## config.mk

```make
export PLATFORM = sky130hd
export DESIGN_NAME = dmss_shaper
export DESIGN_NICKNAME = d
export VERILOG_FILES = /design/src/hdl/dmss_pkg.sv /design/src/hdl/dmss_divider.sv /design/src/hdl/dmss_lerp.sv /design/src/hdl/dmss_shaper.sv
export SDC_FILE = /design/constraint.sdc
export NUM_CORES = 1
export LEC_CHECK = 0
export ABC_AREA = 0
export BUFFER_PORTS_ARGS = -buffer_cell sky130_fd_sc_hd__buf_4
export CORE_MARGIN = 5
export CORE_UTILIZATION = 55
export CTS_CLUSTER_DIAMETER = 120
export DETAILED_ROUTE_END_ITERATION = 10
export PLACE_DENSITY = 0.75
export SYNTH_ARGS = -nofsm -noshare
export SYNTH_HDL_FRONTEND = slang
export SYNTH_SLANG_ARGS = --single-unit
export TNS_END_PERCENT = 1
```

## constraint.sdc

```tcl
create_clock -name clk_in -period 12.8 [get_ports clk_in]
set_clock_uncertainty 0.15 [all_clocks]
set_input_delay 3.2 -clock clk_in [delete_from_list [all_inputs] [get_ports clk_in]]
set_output_delay 3.2 -clock clk_in [all_outputs]
set_load 0.02 [all_outputs]
```

## src/hdl/dmss_pkg.sv

```systemverilog
// shared constants and types for the dual motor steering shaper
package dmss_pkg;

    // register port geometry
    localparam int DATA_W = 8;
    localparam int ADDR_W = 4;

    // writable settings, stored by index
    localparam logic [3:0] REG_CONTROL_MODE   = 4'h0;
    localparam logic [3:0] REG_MOTOR_SELECT   = 4'h1;
    localparam logic [3:0] REG_POT_LOW_VOLT   = 4'h2;
    localparam logic [3:0] REG_POT_CENTER     = 4'h3;
    localparam logic [3:0] REG_POT_HIGH_VOLT  = 4'h4;
    localparam logic [3:0] REG_CUTBACK_PCT    = 4'h5;
    localparam logic [3:0] REG_ANGLE_ONE      = 4'h6;
    localparam logic [3:0] REG_ANGLE_TWO      = 4'h7;
    localparam logic [3:0] REG_ANGLE_THREE    = 4'h8;
    localparam logic [3:0] REG_SPEED_ONE      = 4'h9;
    localparam logic [3:0] REG_SPEED_TWO      = 4'ha;
    localparam logic [3:0] REG_SPEED_THREE    = 4'hb;
    localparam int         CFG_COUNT          = 12;
    // read-only views of the block's own state
    localparam logic [3:0] REG_STATUS         = 4'hc;
    localparam logic [3:0] REG_STEER_PCT      = 4'hd;

    // reset values, indexed like the settings above
    localparam logic [7:0] CFG_RESET [CFG_COUNT] = '{
        8'h00, 8'h00, 8'h00, 8'h19, 8'h32, 8'h0a,
        8'h1e, 8'h3c, 8'h5a, 8'h40, 8'h20, 8'h40};

    // status register field positions
    localparam int ST_ACTIVE_BIT    = 7;
    localparam int ST_INNER_BIT     = 6;
    localparam int ST_REVERSE_BIT   = 5;
    localparam int ST_FREEWHEEL_BIT = 4;

    // setting encodings
    localparam logic [7:0] MODE_TORQUE = 8'h01;
    localparam logic [7:0] SEL_LEFT    = 8'h01;
    localparam logic [7:0] SEL_RIGHT   = 8'h02;

    // percentage and fraction scaling
    localparam logic [15:0] PCT_FULL   = 16'h0064;
    localparam int          FRAC_BITS  = 8;
    localparam logic [8:0]  FRAC_ONE   = 9'h100;

    // control loop rate
    localparam int CLK_KHZ        = 25000;
    localparam int LOOP_PERIOD_US = 1000;
    localparam int LOOP_CYCLES    = (LOOP_PERIOD_US * CLK_KHZ) / 1000;

    typedef enum logic [2:0] {
        ZONE_DEAD = 3'b000,
        ZONE_CUT  = 3'b001,
        ZONE_FREE = 3'b010,
        ZONE_REV  = 3'b011,
        ZONE_FULL = 3'b100
    } dmss_zone_t;

    typedef enum logic [1:0] {
        ST_IDLE = 2'b00,
        ST_PCT  = 2'b01,
        ST_FRAC = 2'b10,
        ST_OUT  = 2'b11
    } dmss_state_t;

endpackage

```

## src/hdl/dmss_divider.sv

```systemverilog
// sequential restoring divider, one quotient bit per clock
`timescale 1ns/10ps
`default_nettype none
module dmss_divider #(
    parameter int W = 16
) (
    input  wire logic         clk_in,
    input  wire logic         rstn_in,
    input  wire logic         start_in,
    input  wire logic [W-1:0] dividend_in,
    input  wire logic [W-1:0] divisor_in,
    output logic              done_out,
    output logic [W-1:0]      quotient_out
);
    localparam int CW = $clog2(W + 1);

    logic [W-1:0]  rem;
    logic [W-1:0]  quo;
    logic [W-1:0]  den;
    logic [CW-1:0] cnt;
    logic          busy;
    logic          done;
    logic [W-1:0]  next_rem;
    logic [W-1:0]  next_quo;
    logic [W-1:0]  next_den;
    logic [CW-1:0] next_cnt;
    logic          next_busy;
    logic          next_done;
    logic [W:0]    shifted;

    // a zero divisor leaves an all-ones quotient, read as saturation
    always_comb begin
        shifted   = {rem, quo[W-1]};
        next_rem  = rem;
        next_quo  = quo;
        next_den  = den;
        next_cnt  = cnt;
        next_busy = busy;
        next_done = 1'b0;
        if (start_in) begin
            next_rem  = '0;
            next_quo  = dividend_in;
            next_den  = divisor_in;
            next_cnt  = '0;
            next_busy = 1'b1;
        end else if (busy) begin
            if (shifted >= {1'b0, den}) begin
                next_rem = W'(shifted - {1'b0, den});
                next_quo = {quo[W-2:0], 1'b1};
            end else begin
                next_rem = shifted[W-1:0];
                next_quo = {quo[W-2:0], 1'b0};
            end
            next_cnt = CW'(cnt + 1'b1);
            if (cnt == CW'(W - 1)) begin
                next_busy = 1'b0;
                next_done = 1'b1;
            end
        end
    end

    always_ff @(posedge clk_in or negedge rstn_in) begin
        if (!rstn_in) begin
            rem  <= '0;
            quo  <= '0;
            den  <= '0;
            cnt  <= '0;
            busy <= 1'b0;
            done <= 1'b0;
        end else begin
            rem  <= next_rem;
            quo  <= next_quo;
            den  <= next_den;
            cnt  <= next_cnt;
            busy <= next_busy;
            done <= next_done;
        end
    end

    assign done_out     = done;
    assign quotient_out = quo;
endmodule
`default_nettype wire

```

## src/hdl/dmss_lerp.sv

```systemverilog
// linear blend between two 8-bit levels by a fraction of 256
`timescale 1ns/10ps
`default_nettype none
module dmss_lerp (
    input  wire logic [7:0] from_in,
    input  wire logic [7:0] to_in,
    input  wire logic [8:0] frac_in,
    output logic [7:0]      value_out
);
    logic signed [9:0]  diff;
    logic signed [19:0] prod;
    logic signed [10:0] sum;

    // frac 256 lands exactly on to_in, so no overshoot past either end for frac 0 to 256
    always_comb begin
        diff      = $signed({2'b00, to_in}) - $signed({2'b00, from_in});
        prod      = diff * $signed({1'b0, frac_in});
        sum       = $signed({3'b000, from_in}) + prod[18:8];
        value_out = sum[7:0];
    end
endmodule
`default_nettype wire

```

## src/hdl/dmss_shaper.sv

```systemverilog
// dual motor steering shaper: speed and torque targets for one motor
//
// The address map and the address-and-strobe port were chosen for this implementation.
`timescale 1ns/10ps
`default_nettype none
module dmss_shaper
    import dmss_pkg::*;
#(
    parameter int LOOP_CYCLES_P = dmss_pkg::LOOP_CYCLES
) (
    input  wire logic                        clk_in,
    input  wire logic                        rstn_in,
    input  wire logic [dmss_pkg::ADDR_W-1:0] addr_in,
    input  wire logic [dmss_pkg::DATA_W-1:0] wdata_in,
    input  wire logic                        wr_in,
    input  wire logic                        rd_in,
    output logic [dmss_pkg::DATA_W-1:0]      rdata_out,
    input  wire logic [7:0]                  pot_volt_in,
    input  wire logic [7:0]                  speed_demand_in,
    input  wire logic [7:0]                  torque_demand_in,
    output logic [7:0]                       speed_limit_out,
    output logic [7:0]                       torque_limit_out,
    output logic                             reverse_out,
    output logic                             freewheel_out,
    output logic                             shaping_active_out,
    output logic                             inner_motor_out,
    output logic [7:0]                       steer_pct_out,
    output logic                             update_out
);
    import dmss_pkg::*;

    localparam int TW = $clog2(LOOP_CYCLES_P + 1);

    // settings and register read path
    logic [7:0]    cfg [CFG_COUNT];
    logic [7:0]    next_cfg [CFG_COUNT];
    logic [7:0]    rdata;
    logic [7:0]    next_rdata;
    // loop rate divider
    logic [TW-1:0] tick_cnt;
    logic [TW-1:0] next_tick_cnt;
    logic          tick;
    // sample sequencer
    dmss_state_t   state;
    dmss_state_t   next_state;
    logic [7:0]    pot;
    logic [7:0]    next_pot;
    logic [7:0]    dem_spd;
    logic [7:0]    next_dem_spd;
    logic [7:0]    dem_trq;
    logic [7:0]    next_dem_trq;
    logic [7:0]    mag;
    logic [7:0]    next_mag;
    logic          neg;
    logic          next_neg;
    logic [8:0]    frac;
    logic [8:0]    next_frac;
    // registered results
    logic [7:0]    spd_q;
    logic [7:0]    next_spd_q;
    logic [7:0]    trq_q;
    logic [7:0]    next_trq_q;
    logic          rev_q;
    logic          next_rev_q;
    logic          free_q;
    logic          next_free_q;
    logic          active_q;
    logic          next_active_q;
    logic          inner_q;
    logic          next_inner_q;
    dmss_zone_t    zone_q;
    dmss_zone_t    next_zone_q;
    logic [7:0]    pct_q;
    logic [7:0]    next_pct_q;
    logic          upd_q;
    logic          next_upd_q;
    // divider and blend wiring
    logic          div_start;
    logic [15:0]   div_num;
    logic [15:0]   div_den;
    logic          div_done;
    logic [15:0]   div_quo;
    logic [7:0]    spd_from;
    logic [7:0]    spd_to;
    logic [7:0]    trq_from;
    logic [7:0]    trq_to;
    logic [7:0]    spd_blend;
    logic [7:0]    trq_blend;
    // combinational decode of the current sample
    logic          active;
    logic          inner;
    dmss_zone_t    zone;
    logic [7:0]    seg_lo;
    logic [7:0]    seg_hi;
    logic [7:0]    half_spd3;
    logic [7:0]    half_trq;

    dmss_divider #(.W(16)) u_div (
        .clk_in       (clk_in),
        .rstn_in      (rstn_in),
        .start_in     (div_start),
        .dividend_in  (div_num),
        .divisor_in   (div_den),
        .done_out     (div_done),
        .quotient_out (div_quo)
    );

    dmss_lerp u_spd_lerp (
        .from_in   (spd_from),
        .to_in     (spd_to),
        .frac_in   (frac),
        .value_out (spd_blend)
    );

    dmss_lerp u_trq_lerp (
        .from_in   (trq_from),
        .to_in     (trq_to),
        .frac_in   (frac),
        .value_out (trq_blend)
    );

    // register writes and one-cycle-late reads; unmapped reads give zero
    always_comb begin
        next_cfg   = cfg;
        next_rdata = 8'h00;
        if (wr_in && (addr_in < ADDR_W'(CFG_COUNT))) begin
            next_cfg[addr_in] = wdata_in;
        end
        if (rd_in) begin
            if (addr_in < ADDR_W'(CFG_COUNT)) begin
                next_rdata = cfg[addr_in];
            end else if (addr_in == REG_STATUS) begin
                next_rdata = 8'h00;
                next_rdata[ST_ACTIVE_BIT]    = active_q;
                next_rdata[ST_INNER_BIT]     = inner_q;
                next_rdata[ST_REVERSE_BIT]   = rev_q;
                next_rdata[ST_FREEWHEEL_BIT] = free_q;
                next_rdata[2:0]              = zone_q;
            end else if (addr_in == REG_STEER_PCT) begin
                next_rdata = pct_q;
            end
        end
    end

    always_ff @(posedge clk_in or negedge rstn_in) begin
        if (!rstn_in) begin
            cfg   <= CFG_RESET;
            rdata <= 8'h00;
        end else begin
            cfg   <= next_cfg;
            rdata <= next_rdata;
        end
    end

    // control loop tick, a one-cycle enable
    always_comb begin
        tick          = (tick_cnt == TW'(LOOP_CYCLES_P - 1));
        next_tick_cnt = tick ? '0 : TW'(tick_cnt + 1'b1);
    end

    // decode of mode, side and zone from the captured steering magnitude
    always_comb begin
        active = (cfg[REG_CONTROL_MODE] == MODE_TORQUE)
              && ((cfg[REG_MOTOR_SELECT] == SEL_LEFT)
              ||  (cfg[REG_MOTOR_SELECT] == SEL_RIGHT));
        inner  = ((cfg[REG_MOTOR_SELECT] == SEL_LEFT) && neg)
              || ((cfg[REG_MOTOR_SELECT] == SEL_RIGHT) && !neg);
        if (mag <= cfg[REG_CUTBACK_PCT]) begin
            zone = ZONE_DEAD;
        end else if (mag <= cfg[REG_ANGLE_ONE]) begin
            zone = ZONE_CUT;
        end else if (mag <= cfg[REG_ANGLE_TWO]) begin
            zone = ZONE_FREE;
        end else if (mag <= cfg[REG_ANGLE_THREE]) begin
            zone = ZONE_REV;
        end else begin
            zone = ZONE_FULL;
        end
        // breakpoints bounding the current segment
        seg_lo = 8'h00;
        seg_hi = 8'h00;
        if (zone == ZONE_CUT && inner) begin
            seg_lo = cfg[REG_CUTBACK_PCT];
            seg_hi = cfg[REG_ANGLE_ONE];
        end else if ((zone == ZONE_CUT || zone == ZONE_FREE) && !inner) begin
            seg_lo = cfg[REG_CUTBACK_PCT];
            seg_hi = cfg[REG_ANGLE_TWO];
        end else if (zone == ZONE_REV) begin
            seg_lo = cfg[REG_ANGLE_TWO];
            seg_hi = cfg[REG_ANGLE_THREE];
        end
        half_spd3 = {1'b0, cfg[REG_SPEED_THREE][7:1]};
        half_trq  = {1'b0, dem_trq[7:1]};
    end

    // blend end points per zone; equal ends where the level is flat
    always_comb begin
        spd_from = dem_spd;
        spd_to   = dem_spd;
        trq_from = dem_trq;
        trq_to   = dem_trq;
        if (active && inner) begin
            case (zone)
                ZONE_DEAD: begin
                    spd_to = dem_spd;
                end
                ZONE_CUT: begin
                    spd_to = cfg[REG_SPEED_ONE];
                    trq_to = 8'h00;
                end
                ZONE_FREE: begin
                    spd_from = cfg[REG_SPEED_ONE];
                    spd_to   = cfg[REG_SPEED_ONE];
                    trq_from = 8'h00;
                    trq_to   = 8'h00;
                end
                ZONE_REV: begin
                    spd_from = cfg[REG_SPEED_TWO];
                    spd_to   = half_spd3;
                    trq_from = 8'h00;
                    trq_to   = half_trq;
                end
                ZONE_FULL: begin
                    spd_from = half_spd3;
                    spd_to   = half_spd3;
                    trq_from = half_trq;
                    trq_to   = half_trq;
                end
                default: begin
                    spd_to = dem_spd;
                end
            endcase
        end else if (active) begin
            case (zone)
                ZONE_CUT, ZONE_FREE: begin
                    spd_to = cfg[REG_SPEED_THREE];
                end
                ZONE_REV: begin
                    spd_from = cfg[REG_SPEED_THREE];
                    spd_to   = half_spd3;
                end
                ZONE_FULL: begin
                    spd_from = half_spd3;
                    spd_to   = half_spd3;
                end
                default: begin
                    spd_to = dem_spd;
                end
            endcase
        end
    end

    // sample sequencer: percent divide, segment divide, then outputs
    always_comb begin
        next_state    = state;
        next_pot      = pot;
        next_dem_spd  = dem_spd;
        next_dem_trq  = dem_trq;
        next_mag      = mag;
        next_neg      = neg;
        next_frac     = frac;
        next_spd_q    = spd_q;
        next_trq_q    = trq_q;
        next_rev_q    = rev_q;
        next_free_q   = free_q;
        next_active_q = active_q;
        next_inner_q  = inner_q;
        next_zone_q   = zone_q;
        next_pct_q    = pct_q;
        next_upd_q    = 1'b0;
        div_start     = 1'b0;
        div_num       = 16'h0000;
        div_den       = 16'h0000;
        case (state)
            ST_IDLE: begin
                if (tick) begin
                    next_pot     = pot_volt_in;
                    next_dem_spd = speed_demand_in;
                    next_dem_trq = torque_demand_in;
                    next_state   = ST_PCT;
                    div_start    = 1'b1;
                    // zero span saturates to full lock
                    if (pot_volt_in >= cfg[REG_POT_CENTER]) begin
                        next_neg = 1'b0;
                        div_num  = 16'(pot_volt_in - cfg[REG_POT_CENTER])
                                 * PCT_FULL;
                        div_den  = 16'(cfg[REG_POT_HIGH_VOLT]
                                 - cfg[REG_POT_CENTER]);
                    end else begin
                        next_neg = 1'b1;
                        div_num  = 16'(cfg[REG_POT_CENTER] - pot_volt_in)
                                 * PCT_FULL;
                        div_den  = 16'(cfg[REG_POT_CENTER]
                                 - cfg[REG_POT_LOW_VOLT]);
                    end
                end
            end
            ST_PCT: begin
                if (div_done) begin
                    next_mag = (div_quo > PCT_FULL) ? PCT_FULL[7:0]
                                                    : div_quo[7:0];
                    next_state = ST_FRAC;
                end
            end
            ST_FRAC: begin
                // start the segment divide once on entry, then take the clamped fraction
                if (!div_done && (frac != FRAC_ONE + 9'h001)) begin
                    div_start = 1'b1;
                    div_num   = 16'(mag - seg_lo) << FRAC_BITS;
                    div_den   = 16'(seg_hi - seg_lo);
                    next_frac = FRAC_ONE + 9'h001;
                end else if (div_done) begin
                    next_frac  = (div_quo > 16'(FRAC_ONE)) ? FRAC_ONE
                                                           : div_quo[8:0];
                    next_state = ST_OUT;
                end
            end
            ST_OUT: begin
                next_spd_q    = spd_blend;
                next_trq_q    = trq_blend;
                next_active_q = active;
                next_inner_q  = active && inner;
                next_rev_q    = active && inner
                             && (zone == ZONE_REV || zone == ZONE_FULL);
                next_free_q   = active && inner && (zone == ZONE_FREE);
                next_zone_q   = zone;
                next_pct_q    = neg ? 8'(-mag) : mag;
                next_upd_q    = 1'b1;
                next_frac     = 9'h000;
                next_state    = ST_IDLE;
            end
            default: begin
                next_state = ST_IDLE;
            end
        endcase
    end

    always_ff @(posedge clk_in or negedge rstn_in) begin
        if (!rstn_in) begin
            tick_cnt <= '0;
            state    <= ST_IDLE;
            pot      <= 8'h00;
            dem_spd  <= 8'h00;
            dem_trq  <= 8'h00;
            mag      <= 8'h00;
            neg      <= 1'b0;
            frac     <= 9'h000;
            spd_q    <= 8'h00;
            trq_q    <= 8'h00;
            rev_q    <= 1'b0;
            free_q   <= 1'b0;
            active_q <= 1'b0;
            inner_q  <= 1'b0;
            zone_q   <= ZONE_DEAD;
            pct_q    <= 8'h00;
            upd_q    <= 1'b0;
        end else begin
            tick_cnt <= next_tick_cnt;
            state    <= next_state;
            pot      <= next_pot;
            dem_spd  <= next_dem_spd;
            dem_trq  <= next_dem_trq;
            mag      <= next_mag;
            neg      <= next_neg;
            frac     <= next_frac;
            spd_q    <= next_spd_q;
            trq_q    <= next_trq_q;
            rev_q    <= next_rev_q;
            free_q   <= next_free_q;
            active_q <= next_active_q;
            inner_q  <= next_inner_q;
            zone_q   <= next_zone_q;
            pct_q    <= next_pct_q;
            upd_q    <= next_upd_q;
        end
    end

    // all outputs straight from flip-flops
    assign rdata_out          = rdata;
    assign speed_limit_out    = spd_q;
    assign torque_limit_out   = trq_q;
    assign reverse_out        = rev_q;
    assign freewheel_out      = free_q;
    assign shaping_active_out = active_q;
    assign inner_motor_out    = inner_q;
    assign steer_pct_out      = pct_q;
    assign update_out         = upd_q;
endmodule
`default_nettype wire

```

==> results.md, run 1 <==
- Worst VDD drop: 0.188 mV
- Initial antenna violation count: 1
- Kind of critical path: reg -> reg
- Rows: 74
- Crit path max-delay family: adder cells
- Slew @ Worst Pin: 1160 ps
- CP Depth: 44
- Lkg Pwr: 12.2 nW
- CTS Buf Count: 27
- Clock tree from TritonCTS: done
- Max_cap viols: 0
- H-tree depth: 1
- R2R depth: 44
- Final Critical Period: 11320 ps
- WL/cell: 20.3 microns
- #FFs+latches synth: 235
- Vias in the first global route: 18200
- Hold slack: 329 ps
- Core Region: 40800 sq um
- Most common cell in the netlist: inv_1
- Seq/Total Area, Yosys: 26.1%
- Area delta synth->final: 8.60%
- Post-synth ARST share: 100%
- Fin crit share: 88.5%
- Final TNS setup: 0 ps
- Effective utilization at floorplan: 55.5%
- Inserted Diodes: 0
- Antenna Nets Post-Route: 0
- Commonest register cell after synthesis: dfrtp_1
- Clk_lat worst skew: 570 ps
- Post-synth EDFFs: 0
- CP max stage cell: a21oi_1
- Cell Area, Synth: 22700 sq um
- DIE WIDTH: 213 microns
- Max Freq: 88.3 MHz
- PwrDens: 148 nW/um^2
- RSZ-0062 raised after global routing: no
- Post_cts resized: 0
- Ports: 77
- Die area: 45300 sq um
- Avg Cell Area, Syn: 9.31 sq um
- Cell taking the most area after synthesis: dfrtp_1
- Clock-pin slew on the worst setup and hold paths: 70 ps
- Nets@finish: 2883
- Syn Nets: 2854
- Status: completed
- Cts hold-fix bufs: 0
- Gpl congestion: 0.980
- Synth top cells by count: inv_1 (287), ha_1 (256), nand2_1 (241)
- Setup WS pre-CTS: 1630 ps
- Hold-critical path depth: 1
- GRT Util Overall: 27.2%
- Slowest cell delay on critical path: 640 ps
- Share of the synthesized area in the top cell type: 23.4%
- IO buf count: 76
- Crit. End Element: register
- Fin. Hold Viols: 0
- Synth area leaders: dfrtp_1 (23%), ha_1 (14%), fa_1 (11%)
- Die Y: 213 microns
- Final routed DRC violation total: 0
- Warnings, synthesis: 0
- Postcts setup bufs: 0
- Final setup viols: 0
- GR Overflow Total: 0
- Hpwl dp: 46700 microns
- Clock Path Buffers: 3
- Crit start category: register
- CTS root buf: clkbuf_16
- Pin count of the biggest net entering global routing: 106
- CP required: 13070 ps
- WL final: 61100 microns
- Max-slew headroom: 23.0%
- Worst setup margin: 1480 ps
- Drt pass-1 iters: 5
- Post-synthesis cell count: 2433
- Netlist cell types: 78
- First-pass GRT wire length: 99000 microns
- WP data arrival: 11600 ps
- Type of the most critical hold path: reg -> reg
- Layout cell share with drive strength beyond 1: 12.4%
- Initial drt markers: 1340
- Worst Path Max Fanout: 17
- Routed via count: 18000
- Slew Limit Fails: 0
- Most used cell along the critical path: fa_1
- Routed vias/inst: 5.97
- CTS sink cnt: 235
- WP buf/inv: 4
-- cell usage in the layout (no fill, tap or decap), types with 15 or more instances in the layout --
master       n
a21o_1      53
a21oi_1    108
a22o_1      31
a22oi_1     23
and2_1      74
buf_4       94
clkbuf_16   27
dfrtp_1    212
dfstp_2     23
fa_1       125
ha_1       255
inv_1      287
mux2_2      86
mux2i_1     43
mux4_2      32
nand2_1    241
nand2b_1    58
nand3_1     20
nor2_1     144
nor2b_1     31
nor3_1      29
o21a_1      15
o21ai_0    112
o21ai_1     16
xnor2_1     78
xor2_1      47
-- flip-flops by register name, indices dropped and copies added, names as in the netlist, 2 cells and up --
name and count:
state 2, cfg 96, steer_pct_out 8, rdata_out 8
zone_q 3, torque_limit_out 8, frac 9, mag 8
tick_cnt 15, u_div.quotient_out 16, u_div.cnt 5, speed_limit_out 8
dem_spd 8, dem_trq 8, u_div.rem 16, u_div.den 9
-- per-layer routing --
metal	vias up	routed length [microns]	track usage, %
li1	8355	-	-
met1	8901	26300	37.7
met2	633	28600	44.7
met3	124	4290	4.36
met4	0	1790	7.75
met5	-	0	0
-- cell type report --
type                            instances  area (sq um)
Fill cell                            3399         16200
Multi-Input combinational cell       1813         15300
Clock inverter                         19           211
Tap cell                              532           666
Sequential cell                       235          5910
Inverter                              289          1080
Clock buffer                           31           711
Timing Repair Buffer                   96           726
-- worst paths after layout --
check | slack [ps] | endpoint | startpoint
min in group asynchronous | 2510 | u_div.rem[4] | rstn_in
max in group asynchronous | 8310 | tick_cnt[2] | rstn_in
min | 330 | tick_cnt[0] | tick_cnt[0]
max reg2reg | 1480 | speed_limit_out[7] | mag[3]
max | 1480 | speed_limit_out[7] | mag[3]
min reg2reg | 330 | tick_cnt[0] | tick_cnt[0]
-- metrics by stage --
step                      area (sq um)  power (mW)  instances  util, %
after CTS                        24600        3.65       3015     60.3
after global placement           23700        2.76       2964     58.0
after global routing             24600        3.98       3015     60.3
after detailed placement         23700        2.82       2965     58.0
final                            24600        3.64       3015     60.3
after floorplan                  22700        2.32       2433        -
-- kinds of logic after synthesis --
group | Yosys count | share of synthesized area, %
flops | 235 | 26.1
compound gates | 470 | 13.6
simple gates | 675 | 14.4
fa+ha+maj | 381 | 25.2
buf+inv | 385 | 6.46
xor+xnor | 126 | 4.90
mux | 161 | 9.36
-- report_power, final --
group	internal, mW	switching (mW)
Combinational	0.829	1.06
Clock	0.467	0.350
Sequential	0.831	0.103
Note: power is estimated with default switching activity, not from simulation.
==> run 2: changes to the inputs <==
--- a/config.mk
+++ b/config.mk
@@ -11,6 +11,7 @@
 export CORE_UTILIZATION = 55
 export CTS_CLUSTER_DIAMETER = 120
 export DETAILED_ROUTE_END_ITERATION = 10
+export GPL_TIMING_DRIVEN = 0
 export PLACE_DENSITY = 0.75
 export SYNTH_ARGS = -nofsm -noshare
 export SYNTH_HDL_FRONTEND = slang
==> constraint.sdc (replaced) <==
create_clock -name clk_in -period 11.34 [get_ports clk_in]
set_clock_uncertainty 0.15 [all_clocks]
set_input_delay 2.835 -clock clk_in [delete_from_list [all_inputs] [get_ports clk_in]]
set_output_delay 2.835 -clock clk_in [all_outputs]
set_load 0.02 [all_outputs]
==> run 2 against run 1 <==
Compared with the run above: highest routed layer unchanged; register-to-register slack worse by 1100 ps; core utilization up 1.4 points; global-route usage up 0.73 points; non-clock buffer count up 90; sequential power up 12%; setup slack worse by 1100 ps; critical path depth up 3; critical endpoint unchanged; sequential share of layout area down 0.52 points; critical path type unchanged; first-iteration DRC count up 9.9%.
==> results.md, run 2 (synthesis results as in run 1) <==
- Most used cell along the critical path: fa_1
- Clock-pin slew on the worst setup and hold paths: 60 ps (about the same)
- Placed insts: 3041 (+2.6%)
- Post-Layout Cell Count: 3104 (+3.0%)
- Effective utilization at floorplan: 55.5% (unchanged)
- Slowest cell delay on critical path: 560 ps (-80 ps)
- Setup WS pre-CTS: -347 ps (-1970 ps)
- Type of the most critical hold path: reg -> reg
- Power share of the combinational group: 52.8% (+0.8 points)
- Max-slew headroom: 30.2% (+7.2 points)
- Slew Limit Fails: 0 (unchanged)
- Final TNS setup: 0 ps (unchanged)
- CTS root buf: clkbuf_16
- Layout cell share with drive strength beyond 1: 13.1% (+0.62 points)
- Worst Path Max Fanout: 10 (-7)
- DIE WIDTH: 213 microns (unchanged)
- Rows: 74 (unchanged)
- Hpwl dp: 49700 microns (+6.5%)
- Drt pass-1 iters: 5 (unchanged)
- Routed via count: 18500 (+2.9%)
- Worst setup margin: 395 ps (-1080 ps)
- CP max stage cell: dfstp_2
- Nets@finish: 2973 (+3.1%)
- Initial antenna violation count: 0 (-1)
- Worst VDD drop: 0.224 mV (+19%)
- WL final: 63500 microns (+3.9%)
- Max Freq: 91.4 MHz (+3.5%)
- Ports: 77 (unchanged)
- Clk_lat worst skew: 560 ps (about the same)
- PwrDens: 165 nW/um^2 (+12%)
- Number of flip-flops under the largest register name: 96 (unchanged)
- Multi-input logic area: 15500 sq um (+1.2%)
- Psw: 1.74 mW (+15%)
- Part of the power in registers: 25.3% (-0.3 points)
- End-of-flow core utilization: 61.6% (+1.4 points)
- Initial drt markers: 1472 (+9.9%)
- Commonest non-fill, non-tap cell in the layout: inv_1
- Area of placed instances: 23900 sq um (+1.1%)
- Cts hold-fix bufs: 0 (unchanged)
- Largest Register: cfg
- Sw frac: 41.9% (+0.31 points)
- Die Y: 213 microns (unchanged)
- Crit start category: register
- CP required: 11600 ps (-1470 ps)
- Pin count of the biggest net entering global routing: 97 (-8.5%)
- Hold slack: 348 ps (+19.3 ps)
- Status: completed
- CTS Buf Count: 27 (unchanged)
- Max_cap viols: 0 (unchanged)
- Post-route cell area: 25200 sq um (+2.3%)
- Slew @ Worst Pin: 1050 ps (-108 ps)
- Gpl congestion: 0.941 (-4.0%)
- Kind of critical path: reg -> reg
- Clock Path Buffers: 3 (unchanged)
- Die area: 45300 sq um (unchanged)
- GRT Util Overall: 28.0% (+0.73 points)
- Fill cells: 3424 (+0.74%)
- WL/cell: 20.4 microns (+0.95%)
- Final routed DRC violation total: 0 (unchanged)
- Power consumption: 4.16 mW (+14%)
- Fin. Hold Viols: 0 (unchanged)
- CTS sink cnt: 235 (unchanged)
- Most frequent cells in the layout: inv_1 (287), ha_1 (256), nand2_1 (240), dfrtp_1 (210), nor2_1 (140)
- Vias in the first global route: 18600 (+2.1%)
- Inserted Diodes: 0 (unchanged)
- Area delta synth->final: 11.1%
- Crit. End Element: register
- Storage cell area: 5910 sq um (about the same)
- First-pass GRT wire length: 101000 microns (+2.2%)
- Final setup viols: 0 (unchanged)
- Clock tree from TritonCTS: done
- H-tree depth: 1 (unchanged)
- GR Overflow Total: 0 (unchanged)
- Fin crit share: 96.5% (+8.1 points)
- Lkg Pwr: 12.4 nW (+1.8%)
- IO buf count: 74 (-2.6%)
- Final Critical Period: 10950 ps (-378 ps)
- Cell Int Power: 2.42 mW (+14%)
- Routed vias/inst: 5.97 (about the same)
- Core Region: 40800 sq um (unchanged)
- Antenna Nets Post-Route: 0 (unchanged)
- Clock network power share: 21.8% (-0.6 points)
- WP data arrival: 11200 ps (-400 ps)
==> run 2: cell type report <==
type                    count  area share (%)
well taps                 532            2.65
flip-flops and latches    235            23.5
inverters                 289            4.31
clock buffers              33            2.89
plain buffers              95            1.53
multi-input cells        1813            61.5
repair buffers             91            2.90
clock inverters            16           0.696
==> run 2: routing by layer <==
layer	global-route usage (%)	part of all wire, %	up-vias
met1	39.1	43	9163
met5	0	0	-
li1	-	-	8546
met2	45.9	47	708
met3	4.03	7.6	125
met4	7.77	2.8	0
==> run 2: worst paths after layout <==
check | slack (ps) | endpoint | startpoint | cells past startpoint
setup / recovery | 390 | speed_limit_out[7] | cfg[34] | 47
hold / removal | 350 | tick_cnt[12] | tick_cnt[12] | 1
hold reg to reg | 350 | tick_cnt[12] | tick_cnt[12] | 1
min in group asynchronous | 2080 | cfg[70] | rstn_in | 1
max in group asynchronous | 7710 | tick_cnt[1] | rstn_in | 3
setup reg to reg | 390 | speed_limit_out[7] | cfg[34] | 47
==> run 2: repair_timing <==
item	in CTS	in global routing
pin swaps	0	10
endpoints found under the setup margin	2	5
gates resized for setup	11	33
setup buffers	0	15
endpoints found under the hold margin	0	0
==> run 2: power by group through the flow <==
stage | clock network (mW) | registers, mW | logic [mW]
global placement | 0 | 1.06 | 2.08
floorplan | 0 | 1.01 | 1.60
detailed placement | 0 | 1.06 | 2.17
CTS | 0.917 | 1.05 | 2.19
finish | 0.908 | 1.05 | 2.20
global route | 0.949 | 1.06 | 2.46
==> run 2: critical path: cells and delay by family, from the launching register on <==
kind	cells	cell delay, ps
buffers and inverters	7	770
DFF	1	560
AOI/OAI and AO/OA	15	2830
xor gates and xnor gates	6	960
adders and majority gates	10	4110
and+or+nand+nor	8	1280
muxes	1	100
